## config.mk

```make
export PLATFORM = sky130hd
export DESIGN_NAME = asr_host
export DESIGN_NICKNAME = d
export VERILOG_FILES = /design/src/asr_pkg.sv /design/src/asr_host.sv
export SDC_FILE = /design/constraint.sdc
export NUM_CORES = 1
export LEC_CHECK = 0
export BUFFER_PORTS_ARGS = -buffer_cell sky130_fd_sc_hd__buf_2
export CAP_MARGIN = 0
export CORE_ASPECT_RATIO = 1.4
export CORE_MARGIN = 2
export CORE_UTILIZATION = 35
export DETAILED_ROUTE_END_ITERATION = 8
export PLACE_DENSITY = 0.64
export SLEW_MARGIN = 30
export SYNTH_ARGS = -nofsm -noshare
export SYNTH_HDL_FRONTEND = slang
export SYNTH_SLANG_ARGS = --single-unit
export TNS_END_PERCENT = 10
```

## constraint.sdc

```tcl
create_clock -name clk_i -period 2 [get_ports clk_i]
set_input_delay 0.4 -clock clk_i [delete_from_list [all_inputs] [get_ports clk_i]]
set_output_delay 0.4 -clock clk_i [all_outputs]
set_load 0.02 [all_outputs]
```

## src/asr_pkg.sv

```systemverilog
/*
  Constants, states and carrier types for the host-side controller of an
  asynchronous 32K x 8 static memory. Assumes a single 10 MHz system clock.
*/
package asr_pkg;
  localparam int ADDR_W = 15;
  localparam int DATA_W = 8;
  // ****************************************************************
  // Timing, slowest grade, in ns, and derived cycle counts at 10 MHz.
  // ****************************************************************
  localparam int CLK_PERIOD_NS = 100;
  localparam int READ_ACCESS_NS = 70;
  localparam int WRITE_PULSE_NS = 60;
  localparam int DATA_SETUP_NS = 30;
  localparam int READ_CYC = (READ_ACCESS_NS + CLK_PERIOD_NS - 1) / CLK_PERIOD_NS;
  localparam int WRITE_CYC_A = (WRITE_PULSE_NS + CLK_PERIOD_NS - 1) / CLK_PERIOD_NS;
  localparam int WRITE_CYC_B = (DATA_SETUP_NS + CLK_PERIOD_NS - 1) / CLK_PERIOD_NS;
  localparam int WRITE_CYC = (WRITE_CYC_A > WRITE_CYC_B) ? WRITE_CYC_A : WRITE_CYC_B;
  // Two flops on the data bus, plus one setup and one finish cycle per access.
  localparam int SYNC_STAGES = 2;
  localparam int OVERHEAD_CYC = 2;
  localparam logic [3:0] CNT_ZERO = 4'h0;
  localparam logic [3:0] CNT_ONE = 4'h1;

  typedef enum logic [3:0] {
    ASR_IDLE   = 4'b0001,
    ASR_SETUP  = 4'b0010,
    ASR_ACTIVE = 4'b0100,
    ASR_FINISH = 4'b1000
  } asr_state_t;

  typedef struct packed {
    logic              write;
    logic [ADDR_W-1:0] addr;
    logic [DATA_W-1:0] wdata;
  } asr_req_t;

  typedef struct packed {
    logic              sel_n;
    logic              out_en_n;
    logic              wr_n;
    logic [ADDR_W-1:0] word_address_lines;
  } asr_pins_t;
endpackage

```

## src/asr_host.sv

```systemverilog
/*
  Host controller that runs single read and write cycles on an asynchronous
  static memory. Assumes the memory pins sit on a wire the testbench resolves
  from byte_data_lines_oe_o, and that requests come from logic on clk_i.
*/
`timescale 1ns/1ps
module asr_host (
  input  wire logic                        clk_i,
  input  wire logic                        reset_i,
  input  wire logic                        req_valid_i,
  output logic                             req_ready_o,
  input  wire asr_pkg::asr_req_t           req_i,
  output logic                             rsp_valid_o,
  output logic [asr_pkg::DATA_W-1:0]       rsp_data_o,
  output asr_pkg::asr_pins_t               pins_o,
  input  wire logic [asr_pkg::DATA_W-1:0]  byte_data_lines_i,
  output logic [asr_pkg::DATA_W-1:0]       byte_data_lines_o,
  output logic                             byte_data_lines_oe_o
);
  import asr_pkg::*;

  // ****************************************************************
  // Pin input synchroniser.
  // ****************************************************************
  // The memory answers without a clock, so its bus is treated as an
  // asynchronous pin and sampled through two stages; the read counter
  // pays for them with extra cycles.
  logic [DATA_W-1:0] data_meta;
  logic [DATA_W-1:0] data_sync;
  always_ff @(posedge clk_i or posedge reset_i) begin
    if (reset_i) begin
      data_meta <= '0;
      data_sync <= '0;
    end else begin
      data_meta <= byte_data_lines_i;
      data_sync <= data_meta;
    end
  end

  // ****************************************************************
  // Cycle sequencer.
  // ****************************************************************
  asr_state_t state;
  logic [3:0] cnt;
  logic       is_write;

  assign req_ready_o = (state == ASR_IDLE);

  // Address and write flag are held for the whole cycle so address hold
  // after write end is at least two full clocks, well above zero.
  always_ff @(posedge clk_i or posedge reset_i) begin
    if (reset_i) begin
      state    <= ASR_IDLE;
      cnt      <= CNT_ZERO;
      is_write <= 1'b0;
    end else begin
      unique case (state)
        ASR_IDLE: begin
          // A request that arrives while busy is simply not taken; ready
          // tells the requester when to try again.
          if (req_valid_i) begin
            is_write <= req_i.write;
            state    <= ASR_SETUP;
          end
        end
        ASR_SETUP: begin
          // Read waits the access time plus two synchroniser stages.
          cnt   <= is_write ? 4'(WRITE_CYC) : 4'(READ_CYC + SYNC_STAGES);
          state <= ASR_ACTIVE;
        end
        ASR_ACTIVE: begin
          if (cnt == CNT_ONE) begin
            state <= ASR_FINISH;
          end
          cnt <= cnt - CNT_ONE;
        end
        ASR_FINISH: begin
          state <= ASR_IDLE;
        end
      endcase
    end
  end

  // ****************************************************************
  // Pin drivers.
  // ****************************************************************
  always_ff @(posedge clk_i or posedge reset_i) begin
    if (reset_i) begin
      pins_o.sel_n              <= 1'b1;
      pins_o.out_en_n           <= 1'b1;
      pins_o.wr_n               <= 1'b1;
      pins_o.word_address_lines <= '0;
      byte_data_lines_o         <= '0;
      byte_data_lines_oe_o      <= 1'b0;
    end else begin
      unique case (state)
        ASR_IDLE: begin
          if (req_valid_i) begin
            // Address and data go out a full cycle before any strobe falls.
            pins_o.word_address_lines <= req_i.addr;
            byte_data_lines_o         <= req_i.wdata;
            byte_data_lines_oe_o      <= req_i.write;
          end
        end
        ASR_SETUP: begin
          pins_o.sel_n    <= 1'b0;
          pins_o.wr_n     <= ~is_write;
          pins_o.out_en_n <= is_write;
        end
        ASR_ACTIVE: begin
          if (cnt == CNT_ONE) begin
            // Strobe and select rise together; data stays one cycle after.
            pins_o.sel_n    <= 1'b1;
            pins_o.wr_n     <= 1'b1;
            pins_o.out_en_n <= 1'b1;
          end
        end
        ASR_FINISH: begin
          // Letting go one cycle after the strobe rose covers data hold.
          byte_data_lines_oe_o <= 1'b0;
        end
      endcase
    end
  end

  // ****************************************************************
  // Read data capture.
  // ****************************************************************
  always_ff @(posedge clk_i or posedge reset_i) begin
    if (reset_i) begin
      rsp_valid_o <= 1'b0;
      rsp_data_o  <= '0;
    end else begin
      rsp_valid_o <= 1'b0;
      if (state == ASR_ACTIVE && cnt == CNT_ONE && !is_write) begin
        rsp_valid_o <= 1'b1;
        rsp_data_o  <= data_sync;
      end
    end
  end

  // ****************************************************************
  // Checks.
  // ****************************************************************
  // Pin protocol and request side checks. The repetition counts follow
  // the package timing at 10 MHz and must be revisited if it changes.
  // A wedged sequencer would hold ready low forever; counting busy cycles
  // turns that hang into a bounded check rather than a silent stall.
  localparam logic [3:0] BUSY_MAX = 4'(READ_CYC + SYNC_STAGES + OVERHEAD_CYC);
  logic       [3:0] busy_cnt;
  always_ff @(posedge clk_i or posedge reset_i) begin
    if (reset_i) begin
      busy_cnt <= CNT_ZERO;
    end else if (req_ready_o) begin
      busy_cnt <= CNT_ZERO;
    end else begin
      busy_cnt <= busy_cnt + CNT_ONE;
    end
  end

  AST_NO_DRIVE_ON_READ: assert property (@(posedge clk_i) disable iff (reset_i)
    !pins_o.out_en_n |-> !byte_data_lines_oe_o)
    else $error("Host drives data while memory output enabled.");
  AST_WR_HIGH_READ: assert property (@(posedge clk_i) disable iff (reset_i)
    !pins_o.out_en_n |-> pins_o.wr_n)
    else $error("Write strobe low during read.");
  AST_WR_NEEDS_SEL: assert property (@(posedge clk_i) disable iff (reset_i)
    !pins_o.wr_n |-> !pins_o.sel_n && byte_data_lines_oe_o)
    else $error("Write strobe low without select or data.");
  AST_ADDR_BEFORE_SEL: assert property (@(posedge clk_i) disable iff (reset_i)
    $fell(pins_o.sel_n) |-> $stable(pins_o.word_address_lines))
    else $error("Address changed as select fell.");
  AST_ADDR_STABLE: assert property (@(posedge clk_i) disable iff (reset_i)
    !pins_o.sel_n |=> $stable(pins_o.word_address_lines))
    else $error("Address moved during a cycle.");
  AST_DATA_HOLD: assert property (@(posedge clk_i) disable iff (reset_i)
    $rose(pins_o.wr_n) |-> byte_data_lines_oe_o && $stable(byte_data_lines_o))
    else $error("Write data not held at write end.");
  AST_WRITE_LEN: assert property (@(posedge clk_i) disable iff (reset_i)
    $fell(pins_o.wr_n) |-> !pins_o.wr_n [*1] ##1 pins_o.wr_n)
    else $error("Write pulse length wrong.");
  AST_READ_RSP: assert property (@(posedge clk_i) disable iff (reset_i)
    $fell(pins_o.out_en_n) |-> ##[1:6] rsp_valid_o)
    else $error("Read answer missing.");
  AST_OE_HIGH_WRITE: assert property (@(posedge clk_i) disable iff (reset_i)
    byte_data_lines_oe_o |-> pins_o.out_en_n)
    else $error("Output enable low while host drives.");
  AST_IDLE_PINS: assert property (@(posedge clk_i) disable iff (reset_i)
    req_ready_o |-> pins_o.sel_n && pins_o.wr_n && pins_o.out_en_n)
    else $error("Memory still selected while idle.");
  AST_IDLE_RELEASED: assert property (@(posedge clk_i) disable iff (reset_i)
    req_ready_o |-> !byte_data_lines_oe_o)
    else $error("Host drives data while idle.");
  AST_SEL_WITH_STROBE: assert property (@(posedge clk_i) disable iff (reset_i)
    $rose(pins_o.sel_n) |-> pins_o.wr_n)
    else $error("Select released before write strobe.");
  AST_DATA_SETUP: assert property (@(posedge clk_i) disable iff (reset_i)
    $fell(pins_o.wr_n) |-> byte_data_lines_oe_o && $stable(byte_data_lines_o))
    else $error("Write data not set up before strobe fell.");
  AST_WR_OE_HIGH: assert property (@(posedge clk_i) disable iff (reset_i)
    !pins_o.wr_n |-> pins_o.out_en_n)
    else $error("Output enable low during write.");
  AST_READ_LEN: assert property (@(posedge clk_i) disable iff (reset_i)
    $fell(pins_o.out_en_n) |-> !pins_o.out_en_n [*3] ##1 pins_o.out_en_n)
    else $error("Read window length wrong.");
  AST_RSP_FROM_READ: assert property (@(posedge clk_i) disable iff (reset_i)
    rsp_valid_o |-> !$past(pins_o.out_en_n))
    else $error("Read answer without a read window.");
  AST_RSP_PULSE: assert property (@(posedge clk_i) disable iff (reset_i)
    rsp_valid_o |=> !rsp_valid_o)
    else $error("Read answer longer than one cycle.");
  AST_RSP_DATA_HOLD: assert property (@(posedge clk_i) disable iff (reset_i)
    !rsp_valid_o |-> $stable(rsp_data_o))
    else $error("Read data changed without an answer.");
  AST_TAKE_BUSY: assert property (@(posedge clk_i) disable iff (reset_i)
    req_valid_i && req_ready_o |=> !req_ready_o)
    else $error("Request taken but host still idle.");
  AST_BUSY_BOUND: assert property (@(posedge clk_i) disable iff (reset_i)
    busy_cnt <= BUSY_MAX)
    else $error("Access took longer than its cycle budget.");
endmodule // asr_host

```

==> metrics.md, run 1 <==
| Metric | Value |
|---|---|
| Leakage | `1.53 nW` |
| Total Routing Usage GR | `13.2%` |
| Syn Nets | `184` |
| Crit path capture type | `register` |
| Sequential share of power | `39.3%` |
| Combinational power share | `35.9%` |
| Num CTS Buffers | `9` |
| Largest net degree at the start of global routing | `62` |
| Total Nets Final | `269` |
| DR pass1 iterations | `4` |
| Clock power share | `24.9%` |
| DR iter-0 viols | `36` |
| Initial antenna violation count | `0` |
| Power Density | `1620 mW/mm²` |
| Worst reg2reg startpoint | `cnt[1]$_DFFE_PP0P_` |
| Layout Utilization | `48.0%` |
| Routed vias/inst | `4.66` |
| Wirelength per Cell | `13.6 µm` |
| Minimum clock period | `1950 ps` |
| R2R cell count | `6` |
| Area share of the largest cell type after synthesis | `62.9%` |
| Total congestion overflow | `0` |
| First-pass GRT wire length | `7070 µm` |
| Register area share after synthesis | `67.5%` |
| Cell Rows | `34` |
| CTS tree | `built` |
| Unrepaired setup endpoints after global routing | `no` |
| GP Congestion | `0.772` |
| Share of layout cells above drive strength 1 | `58.2%` |
| FF+latch count, synth | `61` |
| DRC Markers | `0` |
| Post-synthesis cell count | `147` |
| Synth Warn # | `0` |
| WS Path Type | `reg -> reg` |
| Syn_area_per_cell | `15.4 µm²` |
| Hold_buf cts | `0` |
| Status | `complete, no violations` |
| Clock H-tree levels | `3` |
| Worst VDD drop | `0.655 mV` |
| R2R Path End | `rsp_data_o[3]$_DFFE_PP0P_` |
| Mapped Area | `0.00227 mm²` |
| Power Internal | `3.19 mW` |
| Fmax | `512 MHz` |
| Die Y | `99.2 µm` |
| CP Launch Type | `register` |
| Final hold viol count | `0` |
| Area Overhead vs Synth | `32.3%` |
| Area leader, netlist | `dfrtp_1` |
| Initial Utilization | `36.3%` |
| Clk sink count | `61` |
| Placeable Area | `0.00625 mm²` |
| Bufs on Longest Clock Path | `2` |
| CP max FO | `8` |
| Setup Viol. Count Final | `0` |
| Clock-pin transition on the worst setup and hold timing paths | `80 ps` |
| Diodes inserted | `0` |
| IO Port Bufs | `71` |
| Yosys cell types | `29` |
| Via count | `1,440` |
| Post-CTS Setup Bufs | `0` |
| Clock Tree Root | `clkbuf_8` |
| IO Count | `72` |
| Total Routed Length | `4200 µm` |
| Antenna viol nets, final | `0` |
| Max-cap check violation count | `0` |
| Total power | `4.86 mW` |
| Clock skew | `6.69 ps` |
| Fill cells | `584` |
| CP arrival | `2170 ps` |
| Die ar. | `0.00715 mm²` |
| Worst min-delay path category | `in -> async` |
| Req. time, crit path | `2220 ps` |
| Clk_lat worst skew | `330 ps` |
| Largest cells by area after synthesis | `dfrtp_1 63%, mux2_2 12%, mux2_4 5.3%, dfstp_2 4.6%, mux2i_1 1.8%` |
| Sw power | `1.67 mW` |
| Worst-margin pin slew | `351 ps` |
| Die X | `72.0 µm` |
| Final HPWL DP | `3030 µm` |
| Switching Share | `34.3%` |
| Max_slew headroom | `76.4%` |
| Vias in the first global route | `1,523` |
| Tcrit/Tclk final | `97.6%` |
| Reg2reg setup slack | `50 ps` |
| Final Max Slew Viols | `0` |
-- cell families (layout without fill, tap and decap cells) --
logic type | count (synthesis) | in the layout | synth area share (%)
flops | 61 | 61 | 67.5
mux | 36 | 36 | 19.0
simple gates | 24 | 24 | 6.24
buf+inv | 14 | 104 | 3.15
compound gates | 10 | 10 | 2.98
fa+ha+maj | 2 | 2 | 1.10
-- metal layers --
metal | vias up | GRT usage, % | routed length (µm)
met4 | 0 | 6.97 | 98
met5 | - | 0 | 0
li1 | 677 | - | -
met1 | 720 | 15.0 | 1610
met3 | 6 | 4.05 | 156
met2 | 37 | 21.9 | 2340
-- through the flow --
step           instance area (µm²)  cells  TNS, ps  worst slack [ps]  hold WS (ps)
2_1_floorplan                 2280    147     -335             -41.8           331
3_3_place_gp                  2770    293        0              53.5           334
3_5_place_dp                  2770    293        0              32.2           336
4_1_cts                       3000    309        0              24.1           119
5_1_grt                       3000    309        0              6.74           134
6_report                      3000    309        0              47.4           109
-- sequential cells by signal, summed over array words and instances (netlist names) --
signal	flops
is_write	1
cnt	4
rsp_data_o	8
pins_o	18
byte_data_lines_o	8
byte_data_lines_oe_o	1
rsp_valid_o	1
data_sync	8
state	4
data_meta	8
-- synthesized netlist by cell type --
master	n
a21oi_1	2
a22oi_1	1
buf_2	3
buf_6	2
clkbuf_1	3
dfrtp_1	57
dfstp_2	4
ha_1	2
inv_1	6
mux2_2	24
mux2_4	8
mux2i_1	4
nand2_1	5
nand3_1	1
nor2_1	5
nor2b_1	1
nor3_1	2
nor3b_1	2
nor4_1	1
nor4b_1	3
o21a_1	2
o21ai_0	2
o221ai_1	1
o31ai_1	1
o41ai_1	1
or3_1	1
or3b_2	1
or4b_1	1
or4b_2	1
-- worst max-delay path, stage by stage (launching register included) --
cell and delay [ps]:
dfrtp_1 390, inv_1 90, ha_1 150, or3b_2 430
or3_1 330, buf_6 160, mux2_4 290
-- power by group through the flow --
stage,clock network [mW],logic [mW],registers [mW]
after floorplan,0,0.755,2.33
after global placement,0,1.74,1.92
after detailed placement,0,1.77,1.93
after CTS,1.24,1.77,1.92
after global routing,1.31,1.87,1.97
final,1.21,1.74,1.91
-- how the worst max path moves through the flow --
stage / slack (ps) / endpoint / cells past startpoint / from
after floorplan: -40 / rsp_data_o[0]$_DFFE_PP0P_ / 6 / state[3]$_DFFE_PP0P_
after global placement: 50 / rsp_data_o[1]$_DFFE_PP0P_ / 6 / cnt[1]$_DFFE_PP0P_
after detailed placement: 30 / rsp_data_o[0]$_DFFE_PP0P_ / 6 / cnt[1]$_DFFE_PP0P_
after CTS: 20 / rsp_data_o[3]$_DFFE_PP0P_ / 6 / cnt[1]$_DFFE_PP0P_
after global routing: 7 / rsp_data_o[7]$_DFFE_PP0P_ / 6 / cnt[1]$_DFFE_PP0P_
final: 50 / rsp_data_o[3]$_DFFE_PP0P_ / 6 / cnt[1]$_DFFE_PP0P_
-- final cells by class --
class	count	area, µm²	share of cell area, %
Inverter	6	22.5	0.751
Clock buffer	9	124	4.13
Multi-Input combinational cell	72	679	22.7
Tap cell	72	90.1	3.00
Timing Repair Buffer	82	454	15.1
Clock inverter	7	97.6	3.25
Sequential cell	61	1530	51.1
-- timing repair --
item	in CTS	in global routing
endpoints found under the hold margin	0	0
setup endpoints to repair	0	8
gates resized for setup	0	1
-- layout by cell type (no fill, tap or decap), types with 4 or more instances in the layout --
cell	n
buf_4	9
mux2_2	24
mux2_4	8
clkbuf_8	9
dfrtp_1	57
nor2_1	5
buf_2	71
inv_1	5
dfstp_2	4
mux2i_1	4
nand2_1	5
Note: power is estimated with default switching activity, not from simulation.
==> run 2, diff against run 1 <==
--- a/config.mk
+++ b/config.mk
@@ -9,9 +9,10 @@
 export CAP_MARGIN = 0
 export CORE_ASPECT_RATIO = 1.4
 export CORE_MARGIN = 2
-export CORE_UTILIZATION = 35
+export CORE_UTILIZATION = 25
 export DETAILED_ROUTE_END_ITERATION = 8
-export PLACE_DENSITY = 0.64
+export GPL_ROUTABILITY_DRIVEN = 0
+export PLACE_DENSITY = 0.5
 export SLEW_MARGIN = 30
 export SYNTH_ARGS = -nofsm -noshare
 export SYNTH_HDL_FRONTEND = slang
==> run 2 against run 1 <==
  * Register-to-register slack improved by 20 ps
  * Sequential cell count did not move
  * Clock-buffer cell count did not move
  * Critical path depth did not move
  * Clock power rose by 26%
  * Critical endpoint is now rsp_data_o[7]$_DFFE_PP0P_
  * Highest routed layer unchanged
==> metrics.md, run 2 (synthesis gave the netlist of run 1 again) <==
| Metric | Value |
|---|---|
| Total Routing Usage GR | `8.94% (-4.2 points)` |
| Final Max Slew Viols | `0 (unchanged)` |
| WS Path Type | `reg -> reg` |
| Die Y | `117 µm (+18%)` |
| Max reg flops | `18 (unchanged)` |
| Area Overhead vs Synth | `37.7%` |
| Routed vias/inst | `4.11 (-12%)` |
| DR pass1 iterations | `4 (unchanged)` |
| Setup Viol. Count Final | `0 (unchanged)` |
| Pre-CTS WS | `25.8 ps (-6.48 ps)` |
| Commonest non-fill, non-tap cell in the layout | `buf_2` |
| Most frequent cells in the layout | `71 x buf_2, 57 x dfrtp_1, 24 x mux2_2, 9 x clkbuf_16, 9 x buf_4` |
| Power Density | `1660 mW/mm² (+2.4%)` |
| Share of layout cells above drive strength 1 | `58.6% (+0.42 points)` |
| Clock skew | `5.00 ps (-1.69 ps)` |
| Bufs on Longest Clock Path | `2 (unchanged)` |
| Via count | `1,414 (-1.8%)` |
| Initial Utilization | `25.4% (-11 points)` |
| Clock-pin transition on the worst setup and hold timing paths | `60 ps (-20 ps)` |
| Minimum clock period | `1940 ps (-15.3 ps)` |
| Vias in the first global route | `1,337 (-12%)` |
| Fin area | `0.00312 mm² (+4.1%)` |
| Final hold viol count | `0 (unchanged)` |
| CP Launch Point | `cnt[1]$_DFFE_PP0P_` |
| DRC Markers | `0 (unchanged)` |
| Status | `complete, no violations` |
| # placed instances | `328 (+12%)` |
| Placed Instance Area | `0.00282 mm² (+1.6%)` |
| Max-cap check violation count | `0 (unchanged)` |
| Initial antenna violation count | `0 (unchanged)` |
| DR iter-0 viols | `74 (+110%)` |
| Total Routed Length | `4260 µm (+1.3%)` |
| Die X | `84.5 µm (+17%)` |
| Max_slew headroom | `78.1% (+1.7 points)` |
| First-pass GRT wire length | `6710 µm (-5.1%)` |
| CP max FO | `8 (unchanged)` |
| Worst VDD drop | `0.578 mV (-12%)` |
| Biggest register | `pins_o` |
| Wirelength per Cell | `12.4 µm (-9.0%)` |
| Cell Rows | `41 (+21%)` |
| CP arrival | `2140 ps (-30 ps)` |
| Clk_lat worst skew | `320 ps (about the same)` |
| Setup WS post-layout | `62.8 ps (+15.3 ps)` |
| Leakage | `1.56 nW (+2.2%)` |
| Hold_buf cts | `0 (unchanged)` |
| Total power | `5.18 mW (+6.6%)` |
| Largest net degree at the start of global routing | `62 (unchanged)` |
| Unrepaired setup endpoints after global routing | `no` |
| Die ar. | `0.00986 mm² (+38%)` |
| Final std cells w/o fill | `344 (+11%)` |
| Clk sink count | `61 (unchanged)` |
| CTS tree | `built` |
| Layout Utilization | `35.0% (-13 points)` |
| Total Nets Final | `269 (unchanged)` |
| CP Launch Type | `register` |
| Diodes inserted | `0 (unchanged)` |
| Worst min-delay path category | `in -> async` |
| Total congestion overflow | `0 (unchanged)` |
| Tcrit/Tclk final | `96.9% (-0.77 points)` |
| Crit path capture type | `register` |
| Antenna viol nets, final | `0 (unchanged)` |
| Final HPWL DP | `2950 µm (-2.6%)` |
| Worst-margin pin slew | `329 ps (-22.4 ps)` |
| Clock Tree Root | `clkbuf_16` |
| Num CTS Buffers | `9 (unchanged)` |
| IO Port Bufs | `71 (unchanged)` |
| Clock H-tree levels | `3 (unchanged)` |
| Fmax | `516 MHz (+0.79%)` |
| Req. time, crit path | `2200 ps (-20 ps)` |
| IO Count | `72 (unchanged)` |
| Worst reg2reg startpoint | `cnt[1]$_DFFE_PP0P_` |
| Placeable Area | `0.00893 mm² (+43%)` |
run 2: changes by cell type in the layout (fill, tap and decap cells not counted):
cell       before  now
clkbuf_16       0    9
clkbuf_8        9    0
clkinv_4        0    3
inv_6           2    0
bufinv_16       2    1
inv_1           5    4
inv_2           1    2
run 2: final cells by class:
cell class | count | area, µm²
fill | 911 | 5800
sequential | 61 | 1530
multi-input combinational | 72 | 679
timing repair buffer | 82 | 454
clock buffer | 9 | 225
tap | 107 | 134
clock inverter | 7 | 76.3
inverter | 6 | 22.5
run 2: worst max-delay path: stages, from the launching register on:
cell,delay (ps)
dfrtp_1,400
inv_2,70
ha_1,140
or3b_2,430
or3_1,330
buf_6,160
mux2_4,290
run 2: timing repair:
action | 4_1_cts | 5_1_grt
setup endpoints to repair | 0 | 8
hold endpoints to repair | 0 | 0
gates resized for setup | 0 | 2
setup buffers | 0 | 0
run 2: final timing paths:
path                                             end  slack [ps]  depth (start not counted)
max                        rsp_data_o[7]$_DFFE_PP0P_          60                          6
min                            pins_o[5]$_DFFE_PP0P_         130                          3
max reg2reg                rsp_data_o[7]$_DFFE_PP0P_          60                          6
min reg2reg                   data_sync[6]$_DFF_PP0_         350                          0
max in group asynchronous       state[0]$_DFFE_PP1P_        1560                          3
min in group clk_i            data_meta[4]$_DFF_PP0_         180                          1
run 2: per-layer routing:
layer | track usage [%] | vias up | wire, µm
li1 | - | 681 | -
met1 | 10.4 | 697 | 1730
met2 | 13.6 | 30 | 2210
met3 | 3.75 | 6 | 206
met4 | 5.71 | 0 | 106
met5 | 0 | - | 0
run 2: report_power, final:
| part | switching [mW] | total (mW) | internal, mW | leakage [nW] |
|---|---|---|---|---|
| clock | 0.556 | 1.52 | 0.966 | 0.142 |
| sequential | 0.226 | 1.91 | 1.68 | 0.739 |
| combinational | 0.942 | 1.75 | 0.807 | 0.682 |
| total | 1.72 | 5.18 | 3.46 | 1.56 |
run 2: metrics by stage:
step                hold slack [ps]  setup TNS (ps)
finish                          125               0
floorplan                       331            -335
detailed placement              339               0
global placement                334               0
global route                    158               0
CTS                             143               0
==> run 3, diff against run 2 <==
--- a/config.mk
+++ b/config.mk
@@ -5,6 +5,7 @@
 export SDC_FILE = /design/constraint.sdc
 export NUM_CORES = 1
 export LEC_CHECK = 0
+export ABC_AREA = 1
 export BUFFER_PORTS_ARGS = -buffer_cell sky130_fd_sc_hd__buf_2
 export CAP_MARGIN = 0
 export CORE_ASPECT_RATIO = 1.4
@@ -12,7 +13,7 @@
 export CORE_UTILIZATION = 25
 export DETAILED_ROUTE_END_ITERATION = 8
 export GPL_ROUTABILITY_DRIVEN = 0
-export PLACE_DENSITY = 0.5
+export PLACE_DENSITY_LB_ADDON = 0.08
 export SLEW_MARGIN = 30
 export SYNTH_ARGS = -nofsm -noshare
 export SYNTH_HDL_FRONTEND = slang
==> run 3 against run 2 <==
  * Power rose by 1.8%
  * Fmax rose by 15%
  * Worst hold slack improved by 14 ps
  * Utilization is 0.49 points lower
  * Via count up 22%
  * Non-clock buffer count fell by 9
  * Clock-buffer cell count is 3 higher
  * Critical path type is now reg -> out
  * Highest routed layer unchanged
==> metrics.md, run 3 <==
| Metric | Value |
|---|---|
| Wirelength per Cell | `12.0 µm (-2.8%)` |
| CP max FO | `3 (-5)` |
| Mapped Area | `0.00230 mm² (+1.3%)` |
| Initial antenna violation count | `0 (unchanged)` |
| Syn Nets | `268 (+46%)` |
| IO Port Bufs | `71 (unchanged)` |
| Area share of the largest cell type after synthesis | `62.1% (-0.82 points)` |
| Share of layout cells above drive strength 1 | `32.7% (-26 points)` |
| Status | `complete, no violations` |
| Fmax | `593 MHz (+15%)` |
| Post-synth top cells | `109 x nand2_1, 57 x dfrtp_1, 12 x inv_1` |
| Final Max Slew Viols | `0 (unchanged)` |
| WS Path Type | `reg -> out` |
| Post-synthesis cell count | `231 (+57%)` |
| Area Overhead vs Synth | `34.8%` |
| Largest cells by area after synthesis | `dfrtp_1 62%, nand2_1 18%, dfstp_2 4.6%, nand4_1 2.2%, nand3_1 2.0%` |
| Ys async rst share | `100% (unchanged)` |
| CP peak stage delay | `530 ps (+100 ps)` |
| Post-Route Setup TNS | `0 ps (unchanged)` |
| Clock Tree Root | `clkbuf_16` |
| First-pass GRT wire length | `8650 µm (+29%)` |
| Total Routing Usage GR | `11.3% (+2.3 points)` |
| IO Count | `72 (unchanged)` |
| Biggest register | `pins_o` |
| Clk_lat worst skew | `320 ps (about the same)` |
| Worst min-delay path category | `in -> async` |
| Die Y | `117 µm (+0.64%)` |
| Max reg flops | `18 (unchanged)` |
| Yosys cell types | `18 (-38%)` |
| Final hold viol count | `0 (unchanged)` |
| Largest net degree at the start of global routing | `62 (unchanged)` |
| Clock H-tree levels | `3 (unchanged)` |
| Hold_buf cts | `0 (unchanged)` |
| Power Density | `1700 mW/mm² (+2.6%)` |
| Minimum clock period | `1690 ps (-252 ps)` |
| Number of synthesized flops with an enable pin | `0 (unchanged)` |
| Most frequent cells in the layout | `109 x nand2_1, 71 x buf_2, 57 x dfrtp_1, 11 x inv_1` |
| Delay-heaviest family, CP | `flip-flops` |
| FF+latch count, synth | `61 (unchanged)` |
| Register area share after synthesis | `66.7% (-0.88 points)` |
| Cell Rows | `41 (unchanged)` |
| Via count | `1,730 (+22%)` |
| Setup Viol. Count Final | `0 (unchanged)` |
| Critical Path, Cell by Cell | `inv_2, nor2_2, nand2_1, inv_1, buf_2` |
| Cell with the most instances after synthesis | `nand2_1` |
| CP Launch Type | `register` |
| Initial Utilization | `25.6% (+0.19 points)` |
| Buf/Inv on CP | `3 (+1)` |
| CP arrival | `1290 ps (-850 ps)` |
| DRC Markers | `0 (unchanged)` |
| Crit path capture type | `output pin` |
| Total Routed Length | `5080 µm (+19%)` |
| Final std cells w/o fill | `422 (+23%)` |
| Post-CTS Resized | `0 (unchanged)` |
| Unrepaired setup endpoints after global routing | `no` |
| Clock skew | `5.11 ps (+0.108 ps)` |
| Num CTS Buffers | `9 (unchanged)` |
| Worst VDD drop | `0.629 mV (+8.9%)` |
| Commonest non-fill, non-tap cell in the layout | `nand2_1` |
| Bufs on Longest Clock Path | `2 (unchanged)` |
| CP max stage cell | `dfstp_2` |
| Placeable Area | `0.00898 mm² (+0.57%)` |
| Req. time, crit path | `1600 ps (-600 ps)` |
| Worst-margin pin slew | `422 ps (+93.4 ps)` |
| Post-CTS Setup Bufs | `0 (unchanged)` |
| Antenna viol nets, final | `0 (unchanged)` |
| Die X | `85.0 µm (+0.63%)` |
| Tcrit/Tclk final | `84.3% (-13 points)` |
| Leakage | `1.72 nW (+9.9%)` |
| Max_slew headroom | `71.8% (-6.3 points)` |
| DR pass1 iterations | `4 (unchanged)` |
| Clock-pin transition on the worst setup and hold timing paths | `50 ps (about the same)` |
| Routed vias/inst | `4.10 (-0.27%)` |
| Total Nets Final | `347 (+29%)` |
| Vias in the first global route | `1,793 (+34%)` |
| DR iter-0 viols | `78 (+5.4%)` |
| Die ar. | `0.00998 mm² (+1.3%)` |
| Synth Warn # | `0 (unchanged)` |
| Diodes inserted | `0 (unchanged)` |
| CTS tree | `built` |
| Total congestion overflow | `0 (unchanged)` |
| Synth Flop Type | `dfrtp_1` |
| Max-cap check violation count | `0 (unchanged)` |
| # placed instances | `406 (+24%)` |
| Final HPWL DP | `3370 µm (+14%)` |
| Area leader, netlist | `dfrtp_1` |
| Clk sink count | `61 (unchanged)` |
| Syn_area_per_cell | `9.94 µm² (-36%)` |
## run 3: path summary, 6_finish.rpt
path                                              from                        end  slack [ps]  depth (start not counted)
max in group asynchronous                      reset_i       state[0]$_DFFE_PP1P_        1550                          3
worst max-delay path              state[0]$_DFFE_PP1P_                req_ready_o         310                          5
worst max register to register      cnt[1]$_DFFE_PP0P_  rsp_data_o[0]$_DFFE_PP0P_         530                          7
worst min-delay path                           reset_i     data_meta[5]$_DFF_PP0_         140                          3
min in group clk_i                byte_data_lines_i[3]     data_meta[3]$_DFF_PP0_         180                          1
worst min register to register  data_meta[4]$_DFF_PP0_     data_sync[4]$_DFF_PP0_         340                          0
## run 3: kinds of logic (layout without fill, tap and decap cells)
family | Yosys count | in the layout | share of synthesized area, %
compound gates | 4 | 4 | 0.871
xor+xnor | 1 | 1 | 0.381
fa+ha+maj | 2 | 2 | 1.09
buf+inv | 21 | 105 | 4.52
flops | 61 | 61 | 66.7
simple gates | 142 | 142 | 26.5
## run 3: tightest hold or removal path, cell delays in order
cell    delay (ps)
buf_2          100
inv_2           60
buf_12         290
## run 3: final cells by class
type	instances	area, µm²
inverters	16	60.1
fillers	944	5880
well taps	107	134
flip-flops and latches	61	1530
repair buffers	73	383
clock buffers	12	256
multi-input cells	149	662
clock inverters	4	70.1
## run 3: power breakdown
part | internal, mW | switching, mW | total, mW
combinational | 0.557 | 1.11 | 1.67
clock | 1.15 | 0.528 | 1.68
sequential | 1.68 | 0.244 | 1.92
total | 3.39 | 1.88 | 5.27
## run 3: stage by stage
step	worst slack [ps]	utilization, %	hold WS, ps	total power [mW]	cell area [µm²]
5_1_grt	201	34.5	161	5.65	3100
4_1_cts	285	34.5	148	5.38	3100
3_3_place_gp	532	30.9	332	3.64	2770
6_report	315	34.5	139	5.27	3100
3_5_place_dp	496	30.9	335	3.65	2770
2_1_floorplan	93.6	-	331	3.08	2300
## run 3: routing by layer
layer / GRT usage, % / share of wire, %
met1: 12.7 / 41
met2: 17.6 / 50
met3: 3.80 / 6.4
met4: 7.74 / 2.6
met5: 0 / 0
